`src/pfm_pkg.sv`:
```
// Package with register map, field layout and reset values of the pin function mux.
package pfm_pkg;
  localparam int          PFM_LOW_PINS      = 9;
  localparam int          PFM_HIGH_PINS     = 22;
  localparam int          PFM_HIGH_BASE     = 32;
  localparam int          PFM_CHOICE_W      = 2;
  localparam logic [11:0] PFM_OFS_SEL_LOW   = 12'hA90;
  localparam logic [11:0] PFM_OFS_SEL_HIGH  = 12'hA94;
  localparam logic [11:0] PFM_OFS_CHOICE    = 12'hA98;
  localparam logic [31:0] PFM_RST_SEL_LOW   = 32'h0000_0000;
  localparam logic [31:0] PFM_RST_SEL_HIGH  = 32'h0000_0000;
  localparam logic [31:0] PFM_RST_CHOICE    = 32'h0000_0000;
  localparam logic [31:0] PFM_MASK_SEL_HIGH = 32'h003F_FFFF;
  localparam logic [31:0] PFM_MASK_CHOICE   = 32'h0003_FFFF;
  typedef enum logic [1:0] {
    PFM_AF_FIRST  = 2'h0,
    PFM_AF_SECOND = 2'h1,
    PFM_AF_RES2   = 2'h2,
    PFM_AF_RES3   = 2'h3
  } pfm_choice_t;
endpackage

```
`src/pfm_cfg_if.sv`:
```
// Interface carrying decoded pin configuration from the register file to the pin mux.
`timescale 1ns/1ps
interface pfm_cfg_if #(parameter int NPIN = 9) ();
  logic [NPIN-1:0]   func_sel;
  logic [2*NPIN-1:0] choice;
  modport src (output func_sel, output choice);
  modport dst (input func_sel, input choice);
endinterface

```
`src/pfm_pin_mux.sv`:
```
// Per-pin steering between general purpose logic and the two alternate functions.
`timescale 1ns/1ps
module pfm_pin_mux
  import pfm_pkg::*;
#(
  parameter int NPIN = 9
) (
  // Configuration
  pfm_cfg_if.dst         cfg,
  // General purpose side
  input  wire logic [NPIN-1:0] gp_out,
  input  wire logic [NPIN-1:0] gp_oe,
  // Alternate function sides
  input  wire logic [NPIN-1:0] af1_out,
  input  wire logic [NPIN-1:0] af1_oe,
  input  wire logic [NPIN-1:0] af2_out,
  input  wire logic [NPIN-1:0] af2_oe,
  // Pin side
  output logic      [NPIN-1:0] pin_out,
  output logic      [NPIN-1:0] pin_oe
);
  // A reserved choice leaves the pin undriven so no undefined function reaches the board.
  always_comb begin
    for (int i = 0; i < NPIN; i++) begin
      pin_out[i] = gp_out[i];
      pin_oe[i]  = gp_oe[i];
      if (cfg.func_sel[i]) begin
        case (pfm_choice_t'(cfg.choice[2*i +: 2]))
          PFM_AF_FIRST: begin
            pin_out[i] = af1_out[i];
            pin_oe[i]  = af1_oe[i];
          end
          PFM_AF_SECOND: begin
            pin_out[i] = af2_out[i];
            pin_oe[i]  = af2_oe[i];
          end
          default: begin
            pin_out[i] = 1'b0;
            pin_oe[i]  = 1'b0;
          end
        endcase
      end
    end
  end
endmodule

```
`src/pfm_top.sv`:
```
// APB register file and pin output stage of the pin function mux.
//
// Contract
// - A set select bit routes the pin to its chosen alternate function.
// - A clear select bit leaves the pin as ordinary general purpose I/O.
// - Low select register bit n governs pin n, pins 0 to 8.
// - High select register bit n governs pin n plus 32, pins 32 to 53.
// - Choice register holds a two-bit field per pin 0 to 8 at bits 2n+1:2n.
// - Choice 0 is first alternate, 1 second; 2 and 3 are reserved.
// - A choice field acts only while the pin is in alternate use.
// - In alternate use the alternate function decides direction and drive.
`timescale 1ns/1ps
module pfm_top
  import pfm_pkg::*;
#(
  parameter int NLOW  = PFM_LOW_PINS,
  parameter int NHIGH = PFM_HIGH_PINS
) (
  // Clock and reset
  input  wire logic              pclk,
  input  wire logic              presetn,
  // APB slave
  input  wire logic              psel,
  input  wire logic              penable,
  input  wire logic              pwrite,
  input  wire logic [11:0]       paddr,
  input  wire logic [31:0]       pwdata,
  input  wire logic [3:0]        pstrb,
  output logic      [31:0]       prdata,
  output logic                   pready,
  output logic                   pslverr,
  // Low pins 0 to 8
  input  wire logic [NLOW-1:0]   gp_out,
  input  wire logic [NLOW-1:0]   gp_oe,
  input  wire logic [NLOW-1:0]   af1_out,
  input  wire logic [NLOW-1:0]   af1_oe,
  input  wire logic [NLOW-1:0]   af2_out,
  input  wire logic [NLOW-1:0]   af2_oe,
  output logic      [NLOW-1:0]   pin_out,
  output logic      [NLOW-1:0]   pin_oe,
  // High pins 32 to 53: select per pin only
  output logic      [NHIGH-1:0]  high_alt_en
);
  logic [31:0]     sel_low_q;
  logic [31:0]     sel_high_q;
  logic [31:0]     choice_q;
  logic [NLOW-1:0] mux_out;
  logic [NLOW-1:0] mux_oe;

  // Apply byte strobes, then a keep mask for read-only reserved bits.
  function automatic logic [31:0] merge(input logic [31:0] old, input logic [31:0] wd,
                                        input logic [3:0] st, input logic [31:0] msk);
    logic [31:0] v;
    v = old;
    for (int b = 0; b < 4; b++) begin
      if (st[b]) begin
        v[8*b +: 8] = wd[8*b +: 8];
      end
    end
    return (v & msk) | (old & ~msk);
  endfunction

  // The low register's reserved field is read-write, so it keeps every bit.
  wire logic        acc      = psel & penable;
  wire logic        wr       = acc & pwrite & pready;
  wire logic        hit_low  = paddr == PFM_OFS_SEL_LOW;
  wire logic        hit_high = paddr == PFM_OFS_SEL_HIGH;
  wire logic        hit_ch   = paddr == PFM_OFS_CHOICE;
  wire logic        hit      = hit_low | hit_high | hit_ch;
  wire logic [31:0] rd_mux   = hit_low  ? sel_low_q :
                               hit_high ? sel_high_q :
                               hit_ch   ? choice_q : 32'h0000_0000;

  always_ff @(posedge pclk or negedge presetn) begin
    if (!presetn) begin
      sel_low_q  <= PFM_RST_SEL_LOW;
      sel_high_q <= PFM_RST_SEL_HIGH;
      choice_q   <= PFM_RST_CHOICE;
    end else if (wr) begin
      if (hit_low)  sel_low_q  <= merge(sel_low_q, pwdata, pstrb, 32'hFFFF_FFFF);
      if (hit_high) sel_high_q <= merge(sel_high_q, pwdata, pstrb, PFM_MASK_SEL_HIGH);
      if (hit_ch)   choice_q   <= merge(choice_q, pwdata, pstrb, PFM_MASK_CHOICE);
    end
  end

  // One wait state: pready is registered, so each access phase lasts two cycles.
  always_ff @(posedge pclk or negedge presetn) begin
    if (!presetn) begin
      pready  <= 1'b0;
      prdata  <= 32'h0000_0000;
      pslverr <= 1'b0;
    end else begin
      pready  <= acc & ~pready;
      prdata  <= (acc & ~pready & ~pwrite) ? rd_mux : 32'h0000_0000;
      pslverr <= acc & ~pready & ~hit;
    end
  end

  pfm_cfg_if #(.NPIN(NLOW)) cfg ();
  assign cfg.func_sel = sel_low_q[NLOW-1:0];
  assign cfg.choice   = choice_q[2*NLOW-1:0];

  pfm_pin_mux #(.NPIN(NLOW)) u_mux (
    .cfg     (cfg.dst),
    .gp_out  (gp_out),
    .gp_oe   (gp_oe),
    .af1_out (af1_out),
    .af1_oe  (af1_oe),
    .af2_out (af2_out),
    .af2_oe  (af2_oe),
    .pin_out (mux_out),
    .pin_oe  (mux_oe)
  );

  // Pin outputs are registered, costing one cycle of latency on every path.
  always_ff @(posedge pclk or negedge presetn) begin
    if (!presetn) begin
      pin_out     <= '0;
      pin_oe      <= '0;
      high_alt_en <= '0;
    end else begin
      pin_out     <= mux_out;
      pin_oe      <= mux_oe;
      high_alt_en <= sel_high_q[NHIGH-1:0];
    end
  end

  // Per-pin mode masks for the pin checks; they decode the registers apart from the mux.
  function automatic logic [NLOW-1:0] choice_hits(input logic [31:0] ch, input logic [1:0] code);
    logic [NLOW-1:0] m;
    m = '0;
    for (int i = 0; i < NLOW; i++) begin
      m[i] = ch[2*i +: 2] == code;
    end
    return m;
  endfunction

  wire logic [NLOW-1:0] use_gp  = ~sel_low_q[NLOW-1:0];
  wire logic [NLOW-1:0] use_af1 = sel_low_q[NLOW-1:0] & choice_hits(choice_q, 2'h0);
  wire logic [NLOW-1:0] use_af2 = sel_low_q[NLOW-1:0] & choice_hits(choice_q, 2'h1);
  wire logic [NLOW-1:0] use_res = sel_low_q[NLOW-1:0] & ~use_af1 & ~use_af2;

  // Pin path checks: each pin against its chosen source one cycle earlier, or undriven for a reserved choice.
  alt_first_a: assert property (@(posedge pclk) disable iff (!presetn)
    (sel_low_q[0] && choice_q[1:0] == 2'h0) |=> (pin_oe[0] == $past(af1_oe[0])))
    else $error("pin 0 not on first alternate");
  alt_second_a: assert property (@(posedge pclk) disable iff (!presetn)
    (sel_low_q[8] && choice_q[17:16] == 2'h1) |=> (pin_out[8] == $past(af2_out[8])))
    else $error("pin 8 not on second alternate");
  gp_path_a: assert property (@(posedge pclk) disable iff (!presetn)
    !sel_low_q[3] |=> (pin_oe[3] == $past(gp_oe[3]) && pin_out[3] == $past(gp_out[3])))
    else $error("pin 3 left general purpose path");
  choice_idle_a: assert property (@(posedge pclk) disable iff (!presetn)
    (!sel_low_q[5] && $changed(choice_q)) |=> (pin_out[5] == $past(gp_out[5])))
    else $error("choice affected pin 5 in gpio mode");
  reserved_off_a: assert property (@(posedge pclk) disable iff (!presetn)
    (sel_low_q[2] && choice_q[5:4] == 2'h3) |=> !pin_oe[2])
    else $error("reserved choice drove pin 2");
  gp_all_a: assert property (@(posedge pclk) disable iff (!presetn)
    1'b1 |=> ((((pin_out ^ $past(gp_out)) | (pin_oe ^ $past(gp_oe))) & $past(use_gp)) == '0))
    else $error("general purpose pin off its path");
  af1_all_a: assert property (@(posedge pclk) disable iff (!presetn)
    1'b1 |=> ((((pin_out ^ $past(af1_out)) | (pin_oe ^ $past(af1_oe))) & $past(use_af1)) == '0))
    else $error("first alternate pin off its path");
  af2_all_a: assert property (@(posedge pclk) disable iff (!presetn)
    1'b1 |=> ((((pin_out ^ $past(af2_out)) | (pin_oe ^ $past(af2_oe))) & $past(use_af2)) == '0))
    else $error("second alternate pin off its path");
  res_all_a: assert property (@(posedge pclk) disable iff (!presetn)
    1'b1 |=> (((pin_out | pin_oe) & $past(use_res)) == '0))
    else $error("reserved choice pin driven");

  // Register storage checks, and the high select path to high_alt_en.
  high_res_a: assert property (@(posedge pclk) disable iff (!presetn)
    sel_high_q[31:22] == 10'h000)
    else $error("high select reserved bits set");
  choice_res_a: assert property (@(posedge pclk) disable iff (!presetn)
    choice_q[31:18] == 14'h0000)
    else $error("choice reserved bits set");
  high_map_a: assert property (@(posedge pclk) disable iff (!presetn)
    (wr && hit_high && pstrb[0]) |=> ##1 (high_alt_en[0] == $past(pwdata[0], 2)))
    else $error("pin 32 select not applied");
  high_top_a: assert property (@(posedge pclk) disable iff (!presetn)
    (wr && hit_high && pstrb[2]) |=> (sel_high_q[21] == $past(pwdata[21])))
    else $error("pin 53 select not stored");
  high_hold_a: assert property (@(posedge pclk) disable iff (!presetn)
    1'b1 |=> (high_alt_en == $past(sel_high_q[NHIGH-1:0])))
    else $error("high pin select not applied");
  low_map_a: assert property (@(posedge pclk) disable iff (!presetn)
    (wr && hit_low && pstrb[1]) |=> (sel_low_q[8] == $past(pwdata[8])))
    else $error("pin 8 select not stored");
  low_pin0_a: assert property (@(posedge pclk) disable iff (!presetn)
    (wr && hit_low && pstrb[0]) |=> (sel_low_q[0] == $past(pwdata[0])))
    else $error("pin 0 select not stored");
  low_keep_a: assert property (@(posedge pclk) disable iff (!presetn)
    (wr && hit_low && pstrb[3]) |=> (sel_low_q[31:24] == $past(pwdata[31:24])))
    else $error("low select upper byte not stored");
  strobe_keep_a: assert property (@(posedge pclk) disable iff (!presetn)
    (wr && hit_low && !pstrb[0]) |=> (sel_low_q[7:0] == $past(sel_low_q[7:0])))
    else $error("unstrobed byte changed");
  choice_map_a: assert property (@(posedge pclk) disable iff (!presetn)
    (wr && hit_ch && pstrb[2]) |=> (choice_q[17:16] == $past(pwdata[17:16])))
    else $error("pin 8 choice not stored");
  choice_pin0_a: assert property (@(posedge pclk) disable iff (!presetn)
    (wr && hit_ch && pstrb[0]) |=> (choice_q[1:0] == $past(pwdata[1:0])))
    else $error("pin 0 choice not stored");

  // Bus answer checks.
  ready_pulse_a: assert property (@(posedge pclk) disable iff (!presetn)
    pready |=> !pready)
    else $error("pready longer than one cycle");
  err_pair_a: assert property (@(posedge pclk) disable iff (!presetn)
    pslverr |-> pready)
    else $error("pslverr without pready");
  rdata_idle_a: assert property (@(posedge pclk) disable iff (!presetn)
    !pready |-> (prdata == 32'h0000_0000))
    else $error("read data outside answer cycle");
  unmapped_err_a: assert property (@(posedge pclk) disable iff (!presetn)
    pready |-> (pslverr == !hit))
    else $error("pslverr does not match decode");
  high_read_a: assert property (@(posedge pclk) disable iff (!presetn)
    (pready && !pwrite && hit_high) |-> (prdata[31:22] == 10'h000))
    else $error("high select reserved bits read set");
  choice_read_a: assert property (@(posedge pclk) disable iff (!presetn)
    (pready && !pwrite && hit_ch) |-> (prdata[31:18] == 14'h0000))
    else $error("choice reserved bits read set");
endmodule

```
`config.mk`:
```
export PLATFORM = sky130hd
export DESIGN_NAME = pfm_top
export DESIGN_NICKNAME = d
export VERILOG_FILES = /design/src/pfm_pkg.sv /design/src/pfm_cfg_if.sv /design/src/pfm_pin_mux.sv /design/src/pfm_top.sv
export SDC_FILE = /design/constraint.sdc
export NUM_CORES = 1
export LEC_CHECK = 0
export BUFFER_PORTS_ARGS = -buffer_cell sky130_fd_sc_hd__buf_2
export CAP_MARGIN = 20
export CORE_MARGIN = 5
export CORE_UTILIZATION = 50
export CTS_CLUSTER_DIAMETER = 200
export DETAILED_ROUTE_END_ITERATION = 8
export GPL_TIMING_DRIVEN = 1
export HOLD_SLACK_MARGIN = 0.1
export PLACE_DENSITY = 0.79
export SETUP_SLACK_MARGIN = 0.15
export SYNTH_ARGS = -nofsm -noshare
export SYNTH_HDL_FRONTEND = slang
export SYNTH_SLANG_ARGS = --single-unit
```
`constraint.sdc`:
```
create_clock -name pclk -period 1.8 [get_ports pclk]
set_input_delay 0.18 -clock pclk [delete_from_list [all_inputs] [get_ports pclk]]
set_output_delay 0.18 -clock pclk [all_outputs]
set_load 0.02 [all_outputs]
```
# ---- Word level (Yosys, flattened, before mapping)
# Index checks and enable logic that the tools add are counted.
dict set report word_totals {
  reg_bits 170
  input_bits 107
  out_inout_bits 74
  elab_cells 110
}
dict set report op_classes {
  n_eq_ne 12
  n_mux 58
  n_bitwise 13
  reduce_logical 15
}
# cell n
set op_table {}
lappend op_table {{$mux 32} 4}
lappend op_table {{$mux 8} 12}
lappend op_table {{$eq 12x12->1 const B} 3}
lappend op_table {{$pmux 1 s2} 18}
lappend op_table {{$or 18x32->32} 1}
lappend op_table {{$or 22x32->32} 1}
lappend op_table {{$eq 2x1->1 const B} 9}
lappend op_table {{$logic_not 2->1} 9}
lappend op_table {{$mux 1} 18}
lappend op_table {{$mux 6} 3}
lappend op_table {{$reduce_and 3->1} 4}
lappend op_table {{$and 1x1->1} 6}
lappend op_table {{$mux 2} 3}
lappend op_table {{$reduce_and 2->1} 2}
lappend op_table {{$not 1->1} 3}
lappend op_table {{$or 1x1->1} 2}

# ---- Logic depth before layout (Yosys ltp)
# Gate-level depths: netlist of run 1.
dict set report logic_depth {
  word_depth 5
  mapped_depth 6
}

# ---- By module
# A second synthesis of run 1 with hierarchy kept.
dict set report hier_totals {
  cells_unflattened 436
  hier_area_um2 5686.7
}
# mod instances cells_each area_each_um2 seq_area_each_um2
set modules_own_cells {}
lappend modules_own_cells {pfm_top 1 373 5270.1 3653.5}
lappend modules_own_cells {pfm_pin_mux 1 63 416.6 0.0}

# ---- Worst setup path after synthesis of run 1
# OpenSTA, ideal clock, no wires.
dict set report synth_path {
  kind {input port to flip-flop}
  start {in paddr[2]}
  end {reg sel_low_q[18]}
  setup_time_ns 0.128
  arrival_ns 1.616
  t_required_ns 1.672
  path_slack_ns 0.057
  cell_stages 4
  path_buffers 0
  path_cell_list {or4_1 > nor4_4 > nand2_2 > mux2_1}
}
dict set report synth_between {
  elab_chain_len 2
}
# element line_no
set synth_rtl {}
lappend synth_rtl {{start, declared} pfm_top.sv:26} ;# input wire logic [11:0] paddr,
lappend synth_rtl {{$eq 12x12->1} pfm_top.sv:66} ;# wire logic hit_low = paddr == PFM_OFS_SEL_LOW;
lappend synth_rtl {{$reduce_and 3->1 (no line)} n/a}
lappend synth_rtl {{end signal, assigned} pfm_top.sv:80} ;# if (hit_low) sel_low_q <= merge(sel_low_q, pwdata, pstrb, 32'hFFFF_FFFF);
lappend synth_rtl {{end, declared} pfm_top.sv:44} ;# logic [31:0] sel_low_q;
# Every way passes these cells.
# A chain may end at the register's enable or synchronous reset.

# ---- Final worst setup path of run 1
dict set report layout_path {
  start {reg pready}
  end {reg prdata[7]}
}
dict set report layout_between {
  elab_chain_len 4
}
# element line_no
set layout_rtl {}
lappend layout_rtl {{start, declared} pfm_top.sv:30} ;# output logic pready,
lappend layout_rtl {{start signal, assigned} pfm_top.sv:93} ;# pready <= acc & ~pready;
lappend layout_rtl {{$not 1->1} pfm_top.sv:94} ;# prdata <= (acc & ~pready & ~pwrite) ? rd_mux : 32'h0000_0000;
lappend layout_rtl {{$and 1x1->1 (2 in a row)} pfm_top.sv:94}
lappend layout_rtl {{$mux 32} pfm_top.sv:94}
lappend layout_rtl {{end signal, assigned} pfm_top.sv:94}
lappend layout_rtl {{end, declared} pfm_top.sv:29} ;# output logic [31:0] prdata,
# Every way passes these cells.

==> reports/qor.txt, run 1 <==
outcome - finished, final reports clean
overall die height - 116.2 um
Total Die Area - 13,500 um2
Residual DRC - 0
Pwr Total - 7.517 mW
Final min period - 1597 ps
IO Port Bufs - 180
Multi-input gate area - 2004 um2
hold slack - 104.6 ps
Ant. Diodes - 0
DR vias/cell - 5.300
Area Growth Syn to Fin - 47.74%
Final Max Slew Viols - 0
placed cell areas - 6904 um2
PwrDens - 902.5 nW/um2
Iter 0 DRT Violations - 267
max frequency - 626.3 MHz
Crit. End Element - register
most frequent cell after synthesis - dfrtp_1
All-Layer GR Usage - 24.66%
EDFF count, synth - 0
YS warnings - 0
clock skew - 10.06 ps
nets - 797
CP Data Arrival Time - 1920 ps
number of synthesized register bits - 146
Period Utilization, post-route - 88.71%
GR Overflow Total - 0
Core Util, Final - 76.17%
largest net degree at the start of global routing - 56
Detail Route Antenna Nets - 0
delay-heaviest family, CP - simple AND/OR/NAND/NOR gates
Buf+Inv Stages, Crit Path - 1
Least-Margin Pin Slew - 801.3 ps
startpoint class of the critical path - register
area share of the largest cell type after synthesis - 64.80%
via count of the first global-routing pass - 4,936
clock tree root driver cell - clkbuf_16
WL final - 16,140 um
RSZ-0062 raised after global routing - yes
Clock Sink Count - 146
worst relative slew slack - 46.09%
core area - 10,940 um2
synthesized area per cell - 13.75 um2
VDD IR-drop max - 628.3 uV
syn nets - 517
post-synth cell types - 28
CTS H-tree lvls - 4
Detailed Place HPWL - 10,780 um
Clock transition at path regs - 60 ps
Cell Rows - 38
Clock Path Buffers - 2
CP Data Required Time - 2120 ps
final instance area - 8329 um2
worst skew pair latency - 420 ps
io pins - 181
synth top area cells - dfrtp_1 (65%), mux2_2 (14%), mux2i_1 (3.2%)
layout cells sized above 1 - 47.94%
cells after synthesis - 410
die width - 116.2 um
register area - 3655 um2
CP Max Fanout - 10
GP Congestion - 0.8289
CTS tree - built
Fillers - 675
Synth area leader - dfrtp_1
delay of the slowest critical-path stage - 460 ps
P_leak - 4.358 nW
asr flop ratio synth - 100.0%
setup violation total in the final timing report - 0
Mapped Area - 5638 um2
Most used DFF post-synth - dfrtp_1
Max Cap Viol - 0
DR pass1 iterations - 4
CP cell instances - nand3b_1 > or4_4 > buf_6 > a211oi_1
min-delay worst type - primary input to register
CTS buffer count - 17
Non-Filler Instances - 843
WL/cell - 19.15 um
initial antenna violation count - 0
Initial Utilization - 51.56%
critical path class - register to register
placed cells - 742
sequential share of the synthesized area - 64.80%
first-pass GRT wire length - 24,980 um
vias - 4,468
final hold vios - 0
CP max-delay cell - or4_4
Post-synth top cells - dfrtp_1 (146), mux2_2 (70), nor2_1 (24)
[worst reg2reg max path, cell delays in order, from the launching register on]
cell	delay, ps
dfrtp_2	400
nand3b_1	220
or4_4	460
buf_6	180
a211oi_1	240
[cells by family (layout without fill, tap and decap cells)]
kind of cell / after synthesis / in the layout / share of synthesized area [%]
simple gates: 88 / 88 / 9.166
buf+inv: 28 / 321 / 1.931
mux: 90 / 90 / 17.58
flops: 146 / 146 / 64.80
compound gates: 58 / 58 / 6.525
[flip-flops by register name, indices dropped and copies added (netlist names)]
| register | cells |
|---|---|
| prdata | 32 |
| sel_high_q | 22 |
| pslverr | 1 |
| choice_q | 18 |
| sel_low_q | 32 |
| high_alt_en | 22 |
| pin_out | 9 |
| pin_oe | 9 |
| pready | 1 |
[metrics by stage]
step                setup TNS (ps)  worst slack (ps)
finish                           0             203.2
global route                     0             125.0
CTS                              0             123.2
detailed placement           -6759            -184.5
global placement             -4607            -131.2
floorplan                        0             74.77
[placed cells by master, fill, tap and decap left out, types with 2 or more instances in the layout]
cell type	Yosys	final
mux2_2	70	70
mux2_1	2	2
bufinv_16	0	3
inv_6	0	4
buf_12	0	3
o22ai_1	18	18
inv_1	20	20
buf_6	0	5
nand2b_1	9	9
nand2_4	0	5
nand2_2	8	3
clkinv_4	0	3
nor2_1	24	24
buf_4	0	16
buf_2	3	179
o21ai_0	18	18
clkinvlp_4	0	3
nand4bb_2	0	2
a22oi_1	4	4
mux2i_1	18	18
a211oi_2	0	11
and2_1	10	10
clkbuf_8	0	2
a211oi_1	18	7
clkbuf_16	0	17
nand2_1	20	19
or4_4	0	2
dlygate4sd3_1	0	66
dfrtp_1	146	145
nor4_4	3	3
[cell type report]
class	instances	area share, %
clock buffers	19	5.438
clock inverters	13	2.088
well taps	140	2.103
inverters	20	0.9013
repair buffers	269	21.53
multi-input cells	236	24.06
flip-flops and latches	146	43.88
[path summary, 6_finish.rpt]
path / start / to / slack (ps) / cells past startpoint
hold reg to reg: sel_high_q[20]$_DFFE_PN0P_ / high_alt_en[20]$_DFF_PN0_ / 410 / 0
max in group asynchronous: presetn / pin_out[7]$_DFF_PN0_ / 880 / 3
hold / removal: af1_oe[0] / pin_oe[0]$_DFF_PN0_ / 100 / 3
setup / recovery: pready$_DFF_PN0_ / prdata[7]$_DFF_PN0_ / 200 / 4
min in group asynchronous: presetn / prdata[0]$_DFF_PN0_ / 290 / 2
setup reg to reg: pready$_DFF_PN0_ / prdata[7]$_DFF_PN0_ / 200 / 4
[timing repair]
item | 4_1_cts | 5_1_grt
gates resized for setup | 6 | 18
pin swaps | 0 | 2
endpoints found under the setup margin | 32 | 84
endpoints found under the hold margin | 142 | 0
hold buffers | 66 | 0
buffers inserted | 0 | 3
[metal layers]
layer	part of all wire (%)	track usage, %	up-vias
met1	38	29.16	2228
met5	0	0	-
met3	7.0	6.218	33
met2	52	44.11	190
li1	-	-	2017
met4	2.5	8.121	0
[report_power, final]
part | internal [mW] | switching [mW]
logic | 0.249 | 0.250
registers | 3.31 | 0.00821
clock network | 2.28 | 1.43
No activity file was read; power rests on OpenSTA's default activity.
==> run 2: changes to the inputs <==
--- a/config.mk
+++ b/config.mk
@@ -8,13 +8,15 @@
 export BUFFER_PORTS_ARGS = -buffer_cell sky130_fd_sc_hd__buf_2
 export CAP_MARGIN = 20
 export CORE_MARGIN = 5
-export CORE_UTILIZATION = 50
+export CORE_UTILIZATION = 53
+export CTS_BUF_LIST = sky130_fd_sc_hd__clkbuf_4 sky130_fd_sc_hd__clkbuf_8
 export CTS_CLUSTER_DIAMETER = 200
 export DETAILED_ROUTE_END_ITERATION = 8
 export GPL_TIMING_DRIVEN = 1
 export HOLD_SLACK_MARGIN = 0.1
-export PLACE_DENSITY = 0.79
+export PLACE_DENSITY = 0.83
 export SETUP_SLACK_MARGIN = 0.15
 export SYNTH_ARGS = -nofsm -noshare
 export SYNTH_HDL_FRONTEND = slang
+export SYNTH_HIERARCHICAL = 1
 export SYNTH_SLANG_ARGS = --single-unit
==> run 2 against run 1 <==
  * Hold slack improved by 35 ps
  * Clock power fell by 19%
  * Largest cell class unchanged
  * Sequential cell count did not move
  * Via count rose by 8.3%
  * Highest routed layer unchanged
  * Die area fell by 4.4%
  * Clock skew rose by 2.6 ps
  * Synthesized cell count rose by 6.3%
  * Utilization rose by 4.9 points
  * Non-clock buffer count rose by 11
  * Wire length rose by 15%
  * Register-to-register slack got worse by 140 ps
==> reports/qor.txt, run 2 <==
core area - 10,420 um2 (was 10,940 um2)
post-synth cell types - 25 (was 28)
P_leak - 4.317 nW (was 4.358 nW)
Mapped Area - 5687 um2 (was 5638 um2)
DR vias/cell - 5.549 (was 5.300)
cell count of the worst reg-to-reg path - 5 (was 4)
layout cells sized above 1 - 44.57% (was 47.94%)
CP Data Required Time - 2130 ps (was 2120 ps)
Period Utilization, post-route - 96.59% (was 88.71%)
CP cell instances - and4_4 > nand4_1 > nor2_2 > buf_12 > mux2_2 (was nand3b_1 > or4_4 > buf_6 > a211oi_1)
biggest regs - prdata: 32 flops, sel_low_q: 32 flops (unchanged)
first-pass GRT wire length - 27,800 um (was 24,980 um)
number of synthesized register bits - 146 (unchanged)
worst reg-to-reg setup slack - 60 ps (was 200 ps)
GP Congestion - 0.8313 (was 0.8289)
RSZ-0062 raised after global routing - yes (unchanged)
syn nets - 543 (was 517)
Ant. Diodes - 0 (unchanged)
CP Max Fanout - 8 (was 10)
nets - 830 (was 797)
CP max-delay cell - dfrtp_2 (was or4_4)
Residual DRC - 0 (unchanged)
Clock Sink Count - 146 (unchanged)
Synth area leader - dfrtp_1 (unchanged)
WL final - 18,640 um (was 16,140 um)
critical path class - register to register (unchanged)
Crit. End Element - register (unchanged)
placed cells - 763 (was 742)
worst relative slew slack - 64.09% (was 46.09%)
outcome - finished, final reports clean (unchanged)
Final Max Slew Viols - 0 (unchanged)
vias - 4,839 (was 4,468)
clock tree root driver cell - clkbuf_8 (was clkbuf_16)
commonest non-fill, non-tap cell in the layout - buf_2 (unchanged)
CTS tree - built (unchanged)
most frequent cell after synthesis - dfrtp_1 (unchanged)
Clock Path Buffers - 2 (unchanged)
worst r2r dst - sel_low_q[8]$_DFFE_PN0P_ (was prdata[7]$_DFF_PN0_)
min-delay worst type - primary input to register (unchanged)
io pins - 181 (unchanged)
IO Port Bufs - 180 (unchanged)
synth top area cells - dfrtp_1 (64%), mux2_2 (14%), mux2i_1 (3.9%) (was dfrtp_1 (65%), mux2_2 (14%), mux2i_1 (3.2%))
Multi-input gate area - 2056 um2 (was 2004 um2)
Cell Rows - 37 (was 38)
YS warnings - 6 (was 0)
Fillers - 506 (was 675)
WL/cell - 21.37 um (was 19.15 um)
Least-Margin Pin Slew - 538.6 ps (was 801.3 ps)
setup violation total in the final timing report - 0 (unchanged)
CTS buffer count - 17 (unchanged)
Worst R2R Start - pready$_DFF_PN0_ (unchanged)
end of the worst hold path - pslverr$_DFF_PN0_ (was pin_oe[0]$_DFF_PN0_)
initial antenna violation count - 0 (unchanged)
Max Cap Viol - 0 (unchanged)
Hold Path Depth - 4 (was 3)
CTS H-tree lvls - 4 (unchanged)
Core Util, Final - 81.06% (was 76.17%)
largest net degree at the start of global routing - 59 (was 56)
CP Data Arrival Time - 2070 ps (was 1920 ps)
Detail Route Antenna Nets - 0 (unchanged)
Non-Filler Instances - 872 (was 843)
delay-heaviest family, CP - simple AND/OR/NAND/NOR gates (unchanged)
Buf+Inv Stages, Crit Path - 1 (unchanged)
GR Overflow Total - 0 (unchanged)
All-Layer GR Usage - 28.16% (was 24.66%)
cells after synthesis - 436 (was 410)
final hold vios - 0 (unchanged)
Most used DFF post-synth - dfrtp_1 (unchanged)
PwrDens - 810.9 nW/um2 (was 902.5 nW/um2)
Total Die Area - 12,900 um2 (was 13,500 um2)
hold slack - 140.1 ps (was 104.6 ps)
commonest cells after routing, fill and taps aside - buf_2 (178), dfrtp_1 (144), dlygate4sd3_1 (72) (was buf_2 (179), dfrtp_1 (145), mux2_2 (70))
min-delay src - paddr[6] (was af1_oe[0])
Detailed Place HPWL - 10,320 um (was 10,780 um)
Iter 0 DRT Violations - 327 (was 267)
via count of the first global-routing pass - 5,251 (was 4,936)
startpoint class of the critical path - register (unchanged)
VDD IR-drop max - 546.7 uV (was 628.3 uV)
Post-synth top cells - dfrtp_1 (146), mux2_2 (72), inv_1 (36) (was dfrtp_1 (146), mux2_2 (70), nor2_1 (24))
setup_tns - 0 ps (unchanged)
area share of the largest cell type after synthesis - 64.25% (was 64.80%)
register area - 3656 um2 (was 3655 um2)
worst skew pair latency - 450 ps (was 420 ps)
Clock transition at path regs - 80 ps (was 60 ps)
Pwr Total - 6.847 mW (was 7.517 mW)
asr flop ratio synth - 100.0% (unchanged)
clock skew - 12.62 ps (was 10.06 ps)
sequential share of the synthesized area - 64.25% (was 64.80%)
Area Growth Syn to Fin - 48.47% (was 47.74%)
EDFF count, synth - 0 (unchanged)
overall die height - 113.6 um (was 116.2 um)
Initial Utilization - 54.59% (was 51.56%)
Final min period - 1739 ps (was 1597 ps)
DR pass1 iterations - 5 (was 4)
delay of the slowest critical-path stage - 390 ps (was 460 ps)
max frequency - 575.2 MHz (was 626.3 MHz)
synthesized area per cell - 13.04 um2 (was 13.75 um2)
die width - 113.6 um (was 116.2 um)
## run 2: worst max path at each step
stage | start | end | cells past startpoint
floorplan | pready$_DFF_PN0_ | choice_q[0]$_DFFE_PN0P_ | 4
global placement | paddr[10] | choice_q[0]$_DFFE_PN0P_ | 7
detailed placement | paddr[10] | choice_q[15]$_DFFE_PN0P_ | 7
CTS | pready$_DFF_PN0_ | choice_q[15]$_DFFE_PN0P_ | 5
global route | pready$_DFF_PN0_ | sel_low_q[8]$_DFFE_PN0P_ | 5
finish | pready$_DFF_PN0_ | sel_low_q[8]$_DFFE_PN0P_ | 5
## run 2: worst register-to-register path, delay by kind of cell, from the launching register on
family,cells,cell delay [ps]
muxes,1,340
and+or+nand+nor,3,730
DFF,1,390
buffers and inverters,1,170
## run 2: through the flow
step                instance area [um2]  setup WS, ps
finish                             8443         61.42
global placement                   7009        -54.54
global route                       8443        -22.03
detailed placement                 7009        -166.3
floorplan                          5705         133.4
CTS                                8249         123.8
## run 2: layer usage
| metal | up-vias | part of all wire, % | GRT usage (%) |
|---|---|---|---|
| met4 | 0 | 4.2 | 13.54 |
| met5 | - | 0 | 0 |
| met2 | 275 | 52 | 48.65 |
| met1 | 2423 | 36 | 32.68 |
| li1 | 2081 | - | - |
| met3 | 60 | 7.9 | 7.268 |
## run 2: power by group
| group | internal (mW) | total, mW | switching [mW] |
|---|---|---|---|
| Clock | 1.71 | 2.99 | 1.29 |
| Combinational | 0.267 | 0.544 | 0.278 |
| Sequential | 3.30 | 3.31 | 0.00818 |
## run 2: cell families after synthesis
kind of cell	after synthesis	synth area share (%)
and+or+nand+nor	93	9.153
DFF	146	64.25
muxes	94	18.13
AOI/OAI and AO/OA	54	5.214
buffers and inverters	49	3.256
## run 2: what timing repair did
item	in CTS	in global routing
buffers inserted	2	3
gates resized for setup	8	48
endpoints found under the hold margin	152	0
endpoints found under the setup margin	32	97
hold buffers	72	0
pin swaps	5	9
## run 2: layout make-up
| cell class | instances | area share (%) |
|---|---|---|
| sequential | 146 | 43.30 |
| multi-input combinational | 241 | 24.35 |
| timing repair buffer | 280 | 23.22 |
| clock buffer | 19 | 3.023 |
| clock inverter | 13 | 2.445 |
| tap | 136 | 2.015 |
| inverter | 37 | 1.645 |
